--- config.mk ---
export PLATFORM = sky130hd
export DESIGN_NAME = tdm_tx_slot_mask
export DESIGN_NICKNAME = d
export VERILOG_FILES = /design/src/verilog/tdm_tx_pkg.sv /design/src/verilog/tdm_tx_slot_mask.sv
export SDC_FILE = /design/constraint.sdc
export NUM_CORES = 1
export LEC_CHECK = 0
export BUFFER_PORTS_ARGS = -buffer_cell sky130_fd_sc_hd__buf_4
export CAP_MARGIN = 0
export CELL_PAD_IN_SITES_DETAIL_PLACEMENT = 1
export CELL_PAD_IN_SITES_GLOBAL_PLACEMENT = 2
export CORE_ASPECT_RATIO = 0.8
export CORE_MARGIN = 1
export CORE_UTILIZATION = 30
export DETAILED_ROUTE_END_ITERATION = 8
export GPL_TIMING_DRIVEN = 0
export PLACE_DENSITY_LB_ADDON = 0.1
export SLEW_MARGIN = 30
export SYNTH_ARGS = -nofsm -noshare
export SYNTH_HDL_FRONTEND = slang
export SYNTH_SLANG_ARGS = --single-unit
export TNS_END_PERCENT = 5
--- constraint.sdc ---
create_clock -name clk -period 7 [get_ports clk]
set_input_delay 0.35 -clock clk [delete_from_list [all_inputs] [get_ports clk]]
set_output_delay 0.35 -clock clk [all_outputs]
set_load 0.01 [all_outputs]
--- src/verilog/tdm_tx_pkg.sv ---
// Constants, register map and types for the slot-masked TDM transmitter
// Behaviour
// RQ1 - All mask bits set equals plain network mode
// RQ2 - Masked slot: no load, no interrupt
// RQ3 - Boundary checks next slot; zero tri-states pin
// RQ4 - Enabled slot loads holding into shift register
// RQ5 - Unwritten holding register is resent unchanged
// RQ6 - Enabled word start sets empty flag, interrupt
// RQ7 - Holding or skip write clears empty flag
// RQ8 - Skip write tri-states next enabled slot
// RQ9 - No write: underrun flag, drive, resend
// RQ10 - Shift one bit per bit clock rise
// RQ11 - Inactive slots keep pin high impedance
// RQ12 - Frame timing starts at frame sync rise
// RQ13 - Software must answer every enabled slot
// RQ14 - Skip write suppresses next slot transmission
// RQ15 - Word length selectable 8, 10, 12, 16
// RQ16 - Slot counter resets on sync, picks mask
package tdm_tx_pkg;
	localparam logic [7:0] ctrl_off = 8'h00;
	localparam logic [7:0] status_off = 8'h04;
	localparam logic [7:0] mask_off = 8'h08;
	localparam logic [7:0] hold_off = 8'h0c;
	localparam logic [7:0] skip_off = 8'h10;
	// Control fields
	localparam int ctrl_en_bit = 0;
	localparam int ctrl_ie_bit = 1;
	localparam int ctrl_wl_lo = 2;
	localparam int ctrl_slots_lo = 4;
	localparam int slots_w = 5;
	// Status fields
	localparam int st_empty_bit = 0;
	localparam int st_under_bit = 1;
	localparam int st_slot_lo = 8;
	localparam logic [31:0] ctrl_rst = 32'h0000_0000;
	localparam logic [31:0] mask_rst = 32'hffff_ffff;
	localparam logic [1:0] wl_8 = 2'h0;
	localparam logic [1:0] wl_10 = 2'h1;
	localparam logic [1:0] wl_12 = 2'h2;
	localparam logic [1:0] wl_16 = 2'h3;
	localparam logic [1:0] htrans_nonseq = 2'h2;
	typedef enum logic [1:0] {slot_idle, slot_drive, slot_mute} slot_mode_t;
endpackage

--- src/verilog/tdm_tx_slot_mask.sv ---
// Slot-masked TDM serial transmitter with AHB-Lite register slave
`timescale 1ns/100ps
`default_nettype none
module tdm_tx_slot_mask
	import tdm_tx_pkg::*;
#(
	parameter int max_slots = 32
) (
	input wire logic clk,
	input wire logic sys_rst,
	input wire logic hsel,
	input wire logic [31:0] haddr,
	input wire logic [1:0] htrans,
	input wire logic hwrite,
	input wire logic [2:0] hsize,
	input wire logic [31:0] hwdata,
	input wire logic hready,
	output logic [31:0] hrdata,
	output logic hreadyout,
	output logic hresp,
	input wire logic tx_bit_clock,
	input wire logic tx_frame_sync,
	output logic serial_tx_data_pin_o,
	output logic serial_tx_data_pin_oe,
	output logic tx_irq
);
	// The slot counter and mask select are slots_w bits wide, so no more slots fit
	if (max_slots < 1 || max_slots > (1 << slots_w)) begin : g_bad_slots
		$error("max_slots out of range");
	end

	// Pin inputs through two flops each
	logic [1:0] bclk_sync_q, fs_sync_q;
	logic bclk_prev_q, fs_prev_q;
	always_ff @(posedge clk or posedge sys_rst) begin
		if (sys_rst) begin
			bclk_sync_q <= 2'h0;
			fs_sync_q <= 2'h0;
			bclk_prev_q <= 1'b0;
			fs_prev_q <= 1'b0;
		end else begin
			bclk_sync_q <= {bclk_sync_q[0], tx_bit_clock};
			fs_sync_q <= {fs_sync_q[0], tx_frame_sync};
			bclk_prev_q <= bclk_sync_q[1];
			fs_prev_q <= fs_sync_q[1];
		end
	end
	wire bclk_rise = bclk_sync_q[1] & ~bclk_prev_q;
	wire fs_rise = fs_sync_q[1] & ~fs_prev_q;

	// Bus address phase capture
	logic wr_pend_q, rd_pend_q;
	logic [7:0] addr_q;
	wire take = hsel & hready & (htrans == htrans_nonseq);
	always_ff @(posedge clk or posedge sys_rst) begin
		if (sys_rst) begin
			wr_pend_q <= 1'b0;
			rd_pend_q <= 1'b0;
			addr_q <= 8'h00;
		end else begin
			wr_pend_q <= take & hwrite;
			rd_pend_q <= take & ~hwrite;
			if (take)
				addr_q <= haddr[7:0];
		end
	end
	assign hreadyout = 1'b1;
	assign hresp = 1'b0;
	wire wr_ctrl = wr_pend_q & (addr_q == ctrl_off);
	wire wr_mask = wr_pend_q & (addr_q == mask_off);
	wire wr_hold = wr_pend_q & (addr_q == hold_off);
	wire wr_skip = wr_pend_q & (addr_q == skip_off);
	wire wr_status = wr_pend_q & (addr_q == status_off);

	// Software registers
	logic [31:0] ctrl_q, mask_q;
	logic [15:0] hold_q;
	always_ff @(posedge clk or posedge sys_rst) begin
		if (sys_rst) begin
			ctrl_q <= ctrl_rst;
			mask_q <= mask_rst;
			hold_q <= 16'h0000;
		end else begin
			if (wr_ctrl)
				ctrl_q <= hwdata;
			if (wr_mask)
				mask_q <= hwdata;
			if (wr_hold)
				hold_q <= hwdata[15:0];
		end
	end
	wire enable = ctrl_q[ctrl_en_bit];
	wire irq_en = ctrl_q[ctrl_ie_bit];
	wire [1:0] wl_sel = ctrl_q[ctrl_wl_lo +: 2];
	wire [slots_w-1:0] slots_m1 = ctrl_q[ctrl_slots_lo +: slots_w];

	function automatic logic [4:0] word_bits(input logic [1:0] sel);
		unique case (sel)
			wl_8: word_bits = 5'd8;
			wl_10: word_bits = 5'd10;
			wl_12: word_bits = 5'd12;
			wl_16: word_bits = 5'd16;
		endcase
	endfunction

	// Slot timing on the sampled bit clock
	logic [4:0] bit_cnt_q;
	logic [slots_w-1:0] slot_q;
	logic started_q;
	slot_mode_t mode_q;
	logic [15:0] shift_q;
	logic empty_q, under_q, answered_q, skip_req_q;
	wire [4:0] last_bit = word_bits(wl_sel) - 5'd1; // RQ15
	wire boundary = bclk_rise & (fs_rise | (started_q & (bit_cnt_q == last_bit)));
	// Frame sync restarts slot zero; otherwise advance and wrap
	wire [slots_w-1:0] next_slot = fs_rise ? '0 :
		(slot_q == slots_m1) ? '0 : slot_q + 1'b1; // RQ12 RQ16
	wire slot_on = mask_q[next_slot]; // RQ1 RQ3
	wire active = enable & boundary & slot_on;
	wire sw_write = wr_hold | wr_skip;
	// A skip write wins only if it was the last answer of the slot
	wire mute = skip_req_q & answered_q; // RQ8 RQ14

	always_ff @(posedge clk or posedge sys_rst) begin
		if (sys_rst) begin
			bit_cnt_q <= 5'd0;
			slot_q <= '0;
			started_q <= 1'b0;
			mode_q <= slot_idle;
			shift_q <= 16'h0000;
		end else if (!enable) begin
			started_q <= 1'b0;
			mode_q <= slot_idle;
		end else if (boundary) begin
			bit_cnt_q <= 5'd0;
			slot_q <= next_slot;
			started_q <= 1'b1;
			if (!slot_on)
				mode_q <= slot_idle; // RQ2 RQ3 RQ11
			else if (mute)
				mode_q <= slot_mute; // RQ8
			else begin
				mode_q <= slot_drive; // RQ4 RQ9
				shift_q <= hold_q; // RQ4 RQ5
			end
		end else if (bclk_rise) begin
			bit_cnt_q <= bit_cnt_q + 5'd1;
			shift_q <= {shift_q[14:0], 1'b0}; // RQ10
		end
	end

	// Empty and underrun flags; hardware set wins over software clear
	always_ff @(posedge clk or posedge sys_rst) begin
		if (sys_rst) begin
			empty_q <= 1'b0;
			under_q <= 1'b0;
			answered_q <= 1'b0;
			skip_req_q <= 1'b0;
		end else begin
			if (active)
				empty_q <= 1'b1; // RQ6
			else if (sw_write)
				empty_q <= 1'b0; // RQ7
			if (active & started_q & ~answered_q)
				under_q <= 1'b1; // RQ9
			else if (wr_status & hwdata[st_under_bit])
				under_q <= 1'b0;
			if (active) begin
				answered_q <= 1'b0;
				skip_req_q <= 1'b0;
			end else if (sw_write) begin
				answered_q <= 1'b1;
				skip_req_q <= wr_skip;
			end
		end
	end

	// MSB first; the word sits in the low word_bits bits of the shift register
	wire [4:0] msb_idx = word_bits(wl_sel) - 5'd1;
	always_ff @(posedge clk or posedge sys_rst) begin
		if (sys_rst) begin
			serial_tx_data_pin_o <= 1'b0;
			serial_tx_data_pin_oe <= 1'b0;
			tx_irq <= 1'b0;
		end else begin
			serial_tx_data_pin_o <= shift_q[msb_idx[3:0]];
			serial_tx_data_pin_oe <= (mode_q == slot_drive) & enable; // RQ11
			tx_irq <= empty_q & irq_en; // RQ6
		end
	end

	// Read data
	wire [31:0] status_word = {16'h0000, 3'h0, slot_q, 6'h00, under_q, empty_q};
	wire [31:0] rd_mux =
		(addr_q == ctrl_off) ? ctrl_q :
		(addr_q == status_off) ? status_word :
		(addr_q == mask_off) ? mask_q :
		(addr_q == hold_off) ? {16'h0000, hold_q} : 32'h0000_0000;
	assign hrdata = rd_pend_q ? rd_mux : 32'h0000_0000;
endmodule
`default_nettype wire

==> impl_metrics.env, run 1 <==
export IMPL_synth_top_cell_by_area="dfrtp_1"
export IMPL_synth_top_area_share=0.357
export IMPL_cts_tree="yes"
export IMPL_placement_io_buffers=83
export IMPL_crit_type="flip-flop to output port"
export IMPL_post_route_period_util=0.525
export IMPL_num_vias=5272
export IMPL_setup_violations=0
export IMPL_die_area_mm2=0.0240
export IMPL_ir_worst_vdd_mv=0.188
export IMPL_drv_slew=0
export IMPL_syn_area_per_cell_um2=11.7
export IMPL_wl_per_cell_um=21.5
export IMPL_reg2reg_depth=9
export IMPL_groute_usage_overall=0.195
export IMPL_ys_flop_type="dfrtp_1"
export IMPL_htree_levels=4
export IMPL_place_hpwl_um=16200
export IMPL_viasPerCell=5.14
export IMPL_yosys_top_cells_count="100 x dfrtp_1, 60 x mux2_2, 50 x nand2_1"
export IMPL_final_util=0.383
export IMPL_max_stage_delay_ns=0.58
export IMPL_power_mw=2.63
export IMPL_p_per_area_mw_per_mm2=303
export IMPL_synth_seq_cells=132
export IMPL_nets=788
export IMPL_drc=0
export IMPL_whs_path_depth=1
export IMPL_area_growth_syn_to_layout_pct=24.0
export IMPL_critPathCaptureType="output port"
export IMPL_ctsHoldBuffers=1
export IMPL_yosys_top_cells_area="dfrtp_1 36%, dfstp_2 12%, mux2_2 9.6%"
export IMPL_cp_arrival_ns=3.32
export IMPL_synth_edf_count=0
export IMPL_max_freq_mhz=272
export IMPL_grt_pass1_wl_um=35700
export IMPL_relSlewSlack=0.432
export IMPL_syn_nets=684
export IMPL_cts_sinks=132
export IMPL_row_count=49
export IMPL_cpMostUsedCell="nor2b_1"
export IMPL_die_h_um=139
export IMPL_grt_max_degree=74
export IMPL_routed_wl_um=22000
export IMPL_cts_buffer_depth=2
export IMPL_tns_ns=0
export IMPL_synth_area_mm2=0.00702
export IMPL_post_cts_buffers=0
export IMPL_ys_seq_area_frac=0.476
export IMPL_setup_slack_ns=3.33
export IMPL_maxCapViolCount=0
export IMPL_initial_utilization=0.309
export IMPL_rsz0062_at_grt="no"
export IMPL_cp_max_fo=10
export IMPL_core_area_mm2=0.0227
export IMPL_antenna_found_initial=0
export IMPL_synth_most_common_cell="dfrtp_1"
export IMPL_yosysWarnings=0
export IMPL_ys_async_sr_fraction=1.00
export IMPL_detail_route_antenna_nets=0
export IMPL_drt_iter0_drc=225
export IMPL_gp_congestion=0.751
export IMPL_skew_ns=0.0141
export IMPL_cp_required_ns=6.65
export IMPL_status="completed"
export IMPL_synth_cell_types=58
export IMPL_io_pins=113
export IMPL_dp_slack_ns=3.68
export IMPL_tightest_slew_ns=0.850
export IMPL_clk_insertion_delay_late_ns=0.44
export IMPL_clk_pin_slew_ns=0.07
export IMPL_leakagePower_nw=3.76
export IMPL_fin_crit_ns=3.67
export IMPL_crit_chain="or4_4, nor4_4, nor2b_1, clkbuf_1, buf_2, a22oi_1, nor2b_1, buf_4"
export IMPL_cp_start_kind="flip-flop"
export IMPL_hold_viol_final=0
export IMPL_diodes=0
export IMPL_first_pass_iters=4
export IMPL_hp_class="input pin to flip-flop"
export IMPL_layout_drive_gt1_share=0.381
export IMPL_cts_buffers=17
export IMPL_slowest_stage="or4_4"
export IMPL_gr_total_overflow=0
export IMPL_syn_inst=602
export IMPL_die_w_um=173
export IMPL_root_buffer="clkbuf_16"
export IMPL_grt_pass1_vias=5842
export IMPL_ctsResizeCount=0
export IMPL_hold_ws_ns=0.0145
[per-stage QoR]
stage          instances  cell area [um^2]
2_1_floorplan        602              7020
3_3_place_gp         991              8020
3_5_place_dp         992              8060
4_1_cts             1025              8700
5_1_grt             1025              8700
6_report            1025              8700
[logic make-up (layout without fill, tap and decap cells)]
group | Yosys count | after routing | share of synthesized area
muxes | 124 | 124 | 0.216
other | 2 | 2 | 0.00107
buffers and inverters | 51 | 168 | 0.0380
AOI/OAI and AO/OA | 126 | 126 | 0.134
adders and majority gates | 6 | 6 | 0.0107
xor gates and xnor gates | 14 | 14 | 0.0175
and+or+nand+nor | 147 | 147 | 0.106
DFF | 132 | 132 | 0.476
[placed cells by master, fill, tap and decap left out, types with 10 or more instances in the layout]
master       n
mux2i_1     28
clkbuf_1    22
a21oi_1     13
dfstp_2     32
o21ai_0     19
mux2_2      60
mux2_4      30
nand2_1     50
a22oi_1     31
clkbuf_16   17
o211ai_1    16
nor2b_1     19
nor2_1      30
o311ai_0    17
and3_1      17
buf_4       86
dfrtp_1    100
xor2_1      10
[power by group]
group	switching (mW)	internal, mW
Combinational	0.379	0.294
Sequential	0.107	0.881
Clock	0.373	0.601
[registers in the layout (all words and copies together), names as in the netlist, 2 cells and up]
| name | cells |
|---|---|
| ctrl_q | 32 |
| mask_q | 32 |
| hold_q | 16 |
| shift_q | 16 |
| addr_q | 8 |
| bit_cnt_q | 5 |
| slot_q | 5 |
| bclk_sync_q | 2 |
| fs_sync_q | 2 |
| mode_q | 2 |
[critical path, delay by kind of cell, from the launching register on]
kind | cells | cell delay, ns
DFF | 1 | 0.38
buffers and inverters | 3 | 0.88
AOI/OAI and AO/OA | 1 | 0.10
and+or+nand+nor | 4 | 1.51
[cell type report]
class / instances / area (um^2)
plain buffers: 43 / 236
clock buffers: 18 / 429
clock inverters: 14 / 201
fillers: 2483 / 14000
inverters: 8 / 37.5
multi-input cells: 419 / 3410
flip-flops and latches: 132 / 3340
well taps: 306 / 383
repair buffers: 85 / 661
[final timing paths]
check / slack (ns) / from / endpoint
worst max-delay path: 3.33 / addr_q[1] / hrdata[18]
worst min-delay path: 0.01 / tx_bit_clock / bclk_sync_q[0]
worst max register to register: 3.71 / slot_q[1] / shift_q[0]
worst min register to register: 0.36 / bclk_sync_q[0] / bclk_sync_q[1]
max in group asynchronous: 5.68 / sys_rst / mask_q[3]
min in group asynchronous: 0.54 / sys_rst / addr_q[5]
[per-layer routing]
layer,up-vias,share of wire,global-route usage
li1,2424,-,-
met1,2738,0.53,0.299
met2,97,0.43,0.279
met3,13,0.033,0.0365
met4,0,0.0074,0.0433
met5,-,0,0
Note: power is estimated with default switching activity, not from simulation.
==> inputs of run 2 (changes only) <==
==> constraint.sdc (replaced) <==
create_clock -name clk -period 3.6 [get_ports clk]
set_input_delay 0.18 -clock clk [delete_from_list [all_inputs] [get_ports clk]]
set_output_delay 0.18 -clock clk [all_outputs]
set_load 0.01 [all_outputs]
==> run 2 against run 1 <==
- clock power is 81% higher
- flip-flop and latch count stayed put
- sequential power is 94% higher
- design area is 3.9% higher
- via count is 3.1% higher
- power is 90% higher
- highest routed layer unchanged
==> impl_metrics.env, run 2 (same netlist as run 1, synthesis figures left out) <==
export IMPL_p_per_area_mw_per_mm2=555
export IMPL_dp_cells=996
export IMPL_grt_pass1_vias=5992
export IMPL_setup_slack_ns=0.361
export IMPL_critPathCaptureType="output port"
export IMPL_power_internal_mw=3.34
export IMPL_clock_power_share=0.350
export IMPL_p_switching_mw=1.68
export IMPL_cts_buffer_depth=2
export IMPL_post_route_period_util=0.900
export IMPL_diodes=0
export IMPL_tightest_slew_ns=0.825
export IMPL_clk_insertion_delay_late_ns=0.42
export IMPL_cp_max_fo=10
export IMPL_die_w_um=173
export IMPL_power_switching_share=0.334
export IMPL_ir_worst_vdd_mv=0.330
export IMPL_setup_violations=0
export IMPL_die_area_mm2=0.0240
export IMPL_crit_type="flip-flop to output port"
export IMPL_rsz0062_at_grt="no"
export IMPL_fin_crit_ns=3.24
export IMPL_die_h_um=139
export IMPL_crit_chain="or4_4, nor3_2, nand2_1, nor2_2, clkbuf_1, a22oi_1, nor2b_1, buf_4"
export IMPL_dp_slack_ns=0.253
export IMPL_mostFrequentLayoutCells="100 x dfrtp_1, 87 x buf_4, 60 x mux2_2"
export IMPL_clk_pin_slew_ns=0.06
export IMPL_cp_arrival_ns=3.06
export IMPL_routed_wl_um=22500
export IMPL_hp_class="input pin to flip-flop"
export IMPL_area_growth_syn_to_layout_pct=28.8
export IMPL_max_freq_mhz=309
export IMPL_place_hpwl_um=16700
export IMPL_grt_pass1_wl_um=36100
export IMPL_groute_usage_overall=0.197
export IMPL_drc=0
export IMPL_row_count=49
export IMPL_htree_levels=4
export IMPL_max_stage_delay_ns=0.57
export IMPL_maxCapViolCount=0
export IMPL_core_area_mm2=0.0227
export IMPL_cp_start_kind="flip-flop"
export IMPL_cts_tree="yes"
export IMPL_io_pins=113
export IMPL_root_buffer="clkbuf_16"
export IMPL_gp_congestion=0.772
export IMPL_num_vias=5436
export IMPL_hold_ws_ns=0.0202
export IMPL_nets=823
export IMPL_layout_drive_gt1_share=0.373
export IMPL_status="completed"
export IMPL_placement_io_buffers=83
export IMPL_slowest_stage="or4_4"
export IMPL_gr_total_overflow=0
export IMPL_first_pass_iters=4
export IMPL_drv_slew=0
export IMPL_hold_viol_final=0
export IMPL_critPathTopFamily="simple AND/OR/NAND/NOR gates"
export IMPL_fillers=2476
export IMPL_reg_largest_list="ctrl_q (32), mask_q (32)"
export IMPL_final_common_cell="dfrtp_1"
export IMPL_relSlewSlack=0.450
export IMPL_detail_route_antenna_nets=0
export IMPL_grt_max_degree=29
export IMPL_path_buf_inv=2
export IMPL_cp_required_ns=3.42
export IMPL_cts_sinks=132
export IMPL_drt_iter0_drc=265
export IMPL_viasPerCell=5.13
export IMPL_wl_per_cell_um=21.2
export IMPL_instances_no_fill=1060
export IMPL_skew_ns=0.0122
export IMPL_p_seq_frac=0.382
export IMPL_p_comb_frac=0.268
export IMPL_cts_buffers=17
export IMPL_leakagePower_nw=3.89
export IMPL_tns_ns=0
export IMPL_power_mw=5.02
export IMPL_antenna_found_initial=0
export IMPL_initial_utilization=0.309
run 2: timing repair:
action / CTS / global route
buffers inserted: 0 / 1
resized for setup: 0 / 2
hold buffers: 27 / 4
endpoints found under the hold margin: 78 / 5
endpoints found under the setup margin: 0 / 20
run 2: layout make-up:
type	count	area (um^2)	area share
inverters	8	33.8	0.00374
clock buffers	18	429	0.0475
clock inverters	14	154	0.0170
well taps	306	383	0.0424
repair buffers	120	1040	0.115
plain buffers	43	236	0.0262
multi-input cells	419	3410	0.378
flip-flops and latches	132	3340	0.370
run 2: final timing paths:
path                                   to      startpoint  slack [ns]  cells after the start
max                            hrdata[18]       addr_q[1]        0.36                      8
min in group asynchronous    fs_sync_q[0]         sys_rst        0.21                      3
min                            ctrl_q[14]      hwdata[14]        0.02                      2
max in group asynchronous       mask_q[2]         sys_rst        2.50                      6
min reg2reg                bclk_sync_q[1]  bclk_sync_q[0]        0.35                      0
max reg2reg                    shift_q[4]       slot_q[1]        0.36                     11
run 2: per-stage QoR:
| stage | utilization | area [um^2] |
|---|---|---|
| 6_report | 0.398 | 9030 |
| 5_1_grt | 0.398 | 9030 |
| 4_1_cts | 0.396 | 8980 |
| 3_5_place_dp | 0.358 | 8130 |
| 3_3_place_gp | 0.354 | 8030 |
| 2_1_floorplan | - | 7020 |
run 2: power by group through the flow:
| stage | clock, mW | combinational [mW] | sequential (mW) |
|---|---|---|---|
| 4_1_cts | 1.79 | 1.35 | 1.91 |
| 6_report | 1.76 | 1.34 | 1.92 |
| 5_1_grt | 1.86 | 1.47 | 1.95 |
| 3_3_place_gp | 0 | 1.28 | 1.93 |
| 3_5_place_dp | 0 | 1.32 | 1.93 |
| 2_1_floorplan | 0 | 0.922 | 1.86 |
run 2: metal layers:
metal | track usage | share of wire | vias up
met5 | 0 | 0 | -
met4 | 0.0340 | 0.0048 | 0
li1 | - | - | 2493
met2 | 0.292 | 0.44 | 100
met1 | 0.296 | 0.53 | 2837
met3 | 0.0397 | 0.032 | 6
==> inputs of run 3 (changes only) <==
--- a/config.mk
+++ b/config.mk
@@ -10,7 +10,7 @@
 export CELL_PAD_IN_SITES_DETAIL_PLACEMENT = 1
 export CELL_PAD_IN_SITES_GLOBAL_PLACEMENT = 2
 export CORE_ASPECT_RATIO = 0.8
-export CORE_MARGIN = 1
+export CORE_MARGIN = 10
 export CORE_UTILIZATION = 30
 export DETAILED_ROUTE_END_ITERATION = 8
 export GPL_TIMING_DRIVEN = 0
==> run 3 against run 2 <==
- register-to-register slack worse by 0.09 ns
- clock power increased by 3%
- first-iteration DRC count rose by 19%
- core utilization up 0.19 points
- largest cell class unchanged
- largest power group unchanged
- highest routed layer unchanged
==> impl_metrics.env, run 3 (same netlist as run 1, synthesis figures left out) <==
export IMPL_placement_io_buffers=83
export IMPL_die_area_mm2=0.0299
export IMPL_mostFrequentLayoutCells="100 x dfrtp_1, 87 x buf_4, 60 x mux2_2"
export IMPL_drc=0
export IMPL_die_h_um=157
export IMPL_post_route_period_util=0.925
export IMPL_groute_usage_overall=0.161
export IMPL_routed_wl_um=23400
export IMPL_p_per_area_mw_per_mm2=559
export IMPL_drv_slew=0
export IMPL_hp_class="input pin to flip-flop"
export IMPL_num_vias=5415
export IMPL_relSlewSlack=0.441
export IMPL_grt_max_degree=30
export IMPL_clk_insertion_delay_late_ns=0.43
export IMPL_cts_buffer_depth=2
export IMPL_final_common_cell="dfrtp_1"
export IMPL_diodes=0
export IMPL_cp_max_fo=10
export IMPL_grt_pass1_vias=6164
export IMPL_cp_arrival_ns=3.67
export IMPL_cts_buffers=17
export IMPL_crit_type="flip-flop to flip-flop"
export IMPL_place_hpwl_um=17300
export IMPL_antenna_found_initial=0
export IMPL_hold_ws_ns=0.0198
export IMPL_setup_violations=0
export IMPL_cts_sinks=132
export IMPL_die_w_um=191
export IMPL_dp_cells=996
export IMPL_htree_levels=4
export IMPL_dp_slack_ns=0.292
export IMPL_io_pins=113
export IMPL_cts_tree="yes"
export IMPL_detail_route_antenna_nets=0
export IMPL_wl_per_cell_um=21.9
export IMPL_tns_ns=0
export IMPL_drt_iter0_drc=315
export IMPL_area_growth_syn_to_layout_pct=29.7
export IMPL_ir_worst_vdd_mv=0.336
export IMPL_setup_slack_ns=0.272
export IMPL_first_pass_iters=6
export IMPL_status="completed"
export IMPL_cp_required_ns=3.94
export IMPL_hold_viol_final=0
export IMPL_place_area_mm2=0.00813
export IMPL_initial_utilization=0.308
export IMPL_rsz0062_at_grt="no"
export IMPL_gp_congestion=0.798
export IMPL_cp_start_kind="flip-flop"
export IMPL_viasPerCell=5.08
export IMPL_root_buffer="clkbuf_16"
export IMPL_gr_total_overflow=0
export IMPL_grt_pass1_wl_um=37100
export IMPL_skew_ns=0.0145
export IMPL_core_area_mm2=0.0227
export IMPL_clk_pin_slew_ns=0.06
export IMPL_slowest_stage="a21oi_1"
export IMPL_reg_largest_list="ctrl_q (32), mask_q (32)"
export IMPL_tightest_slew_ns=0.836
export IMPL_layout_drive_gt1_share=0.370
export IMPL_critPathCaptureType="flip-flop"
export IMPL_power_mw=5.09
export IMPL_final_util=0.400
export IMPL_final_area_mm2=0.00910
export IMPL_row_count=49
export IMPL_leakagePower_nw=3.93
export IMPL_max_freq_mhz=300
export IMPL_nets=828
export IMPL_maxCapViolCount=0
export IMPL_instances_no_fill=1065
export IMPL_fin_crit_ns=3.33
export IMPL_max_stage_delay_ns=0.66
export IMPL_crit_chain="ha_1, buf_2, inv_1, a221oi_1, o21ai_0, a21oi_1, clkbuf_1, o311ai_0, o211ai_1"
export IMPL_fillers=2441
-- run 3: cell count changes in the layout (fill, tap and decap cells not counted), sizes merged --
cell / before / now
clkinvlp: 4 / 3
inv: 9 / 14
clkinv: 7 / 3
dlygate4sd3: 31 / 36
-- run 3: final timing paths --
kind,startpoint,end,slack [ns],cells past startpoint
hold reg to reg,bclk_sync_q[0],bclk_sync_q[1],0.36,0
setup reg to reg,slot_q[1],shift_q[0],0.27,9
setup / recovery,slot_q[1],shift_q[0],0.27,9
max in group asynchronous,sys_rst,shift_q[2],2.60,6
hold / removal,hwdata[9],ctrl_q[9],0.02,2
min in group asynchronous,sys_rst,addr_q[7],0.18,3
-- run 3: report_power, final --
part           internal (mW)  switching [mW]  total [mW]
registers               1.71           0.202        1.91
clock network           1.06           0.763        1.82
logic                  0.605           0.744        1.35
-- run 3: layer usage --
| layer | track usage | up-vias | wire [um] |
|---|---|---|---|
| met5 | 0 | - | 0 |
| met3 | 0.0327 | 11 | 844 |
| met1 | 0.236 | 2791 | 12100 |
| li1 | - | 2507 | - |
| met4 | 0.0404 | 0 | 189 |
| met2 | 0.232 | 106 | 10200 |
-- run 3: worst max-delay path, delay by kind of cell, from the launching register on --
family,cells,cell delay (ns)
buffers and inverters,3,0.78
adders and majority gates,1,0.30
AOI/OAI and AO/OA,5,1.69
DFF,1,0.46
-- run 3: area by class of cell --
class,count,area (um^2),share of cell area
buffer,43,236,0.0260
clock buffer,18,439,0.0482
clock inverter,14,165,0.0181
inverter,8,33.8,0.00371
multi-input combinational,419,3410,0.375
sequential,132,3340,0.367
tap,306,383,0.0421
timing repair buffer,125,1090,0.120
-- run 3: what timing repair did --
| item | in CTS | in global routing |
|---|---|---|
| endpoints found under the setup margin | 0 | 13 |
| setup buffers | 0 | 1 |
| endpoints found under the hold margin | 72 | 0 |
| resized for setup | 0 | 1 |
| hold buffers | 36 | 0 |
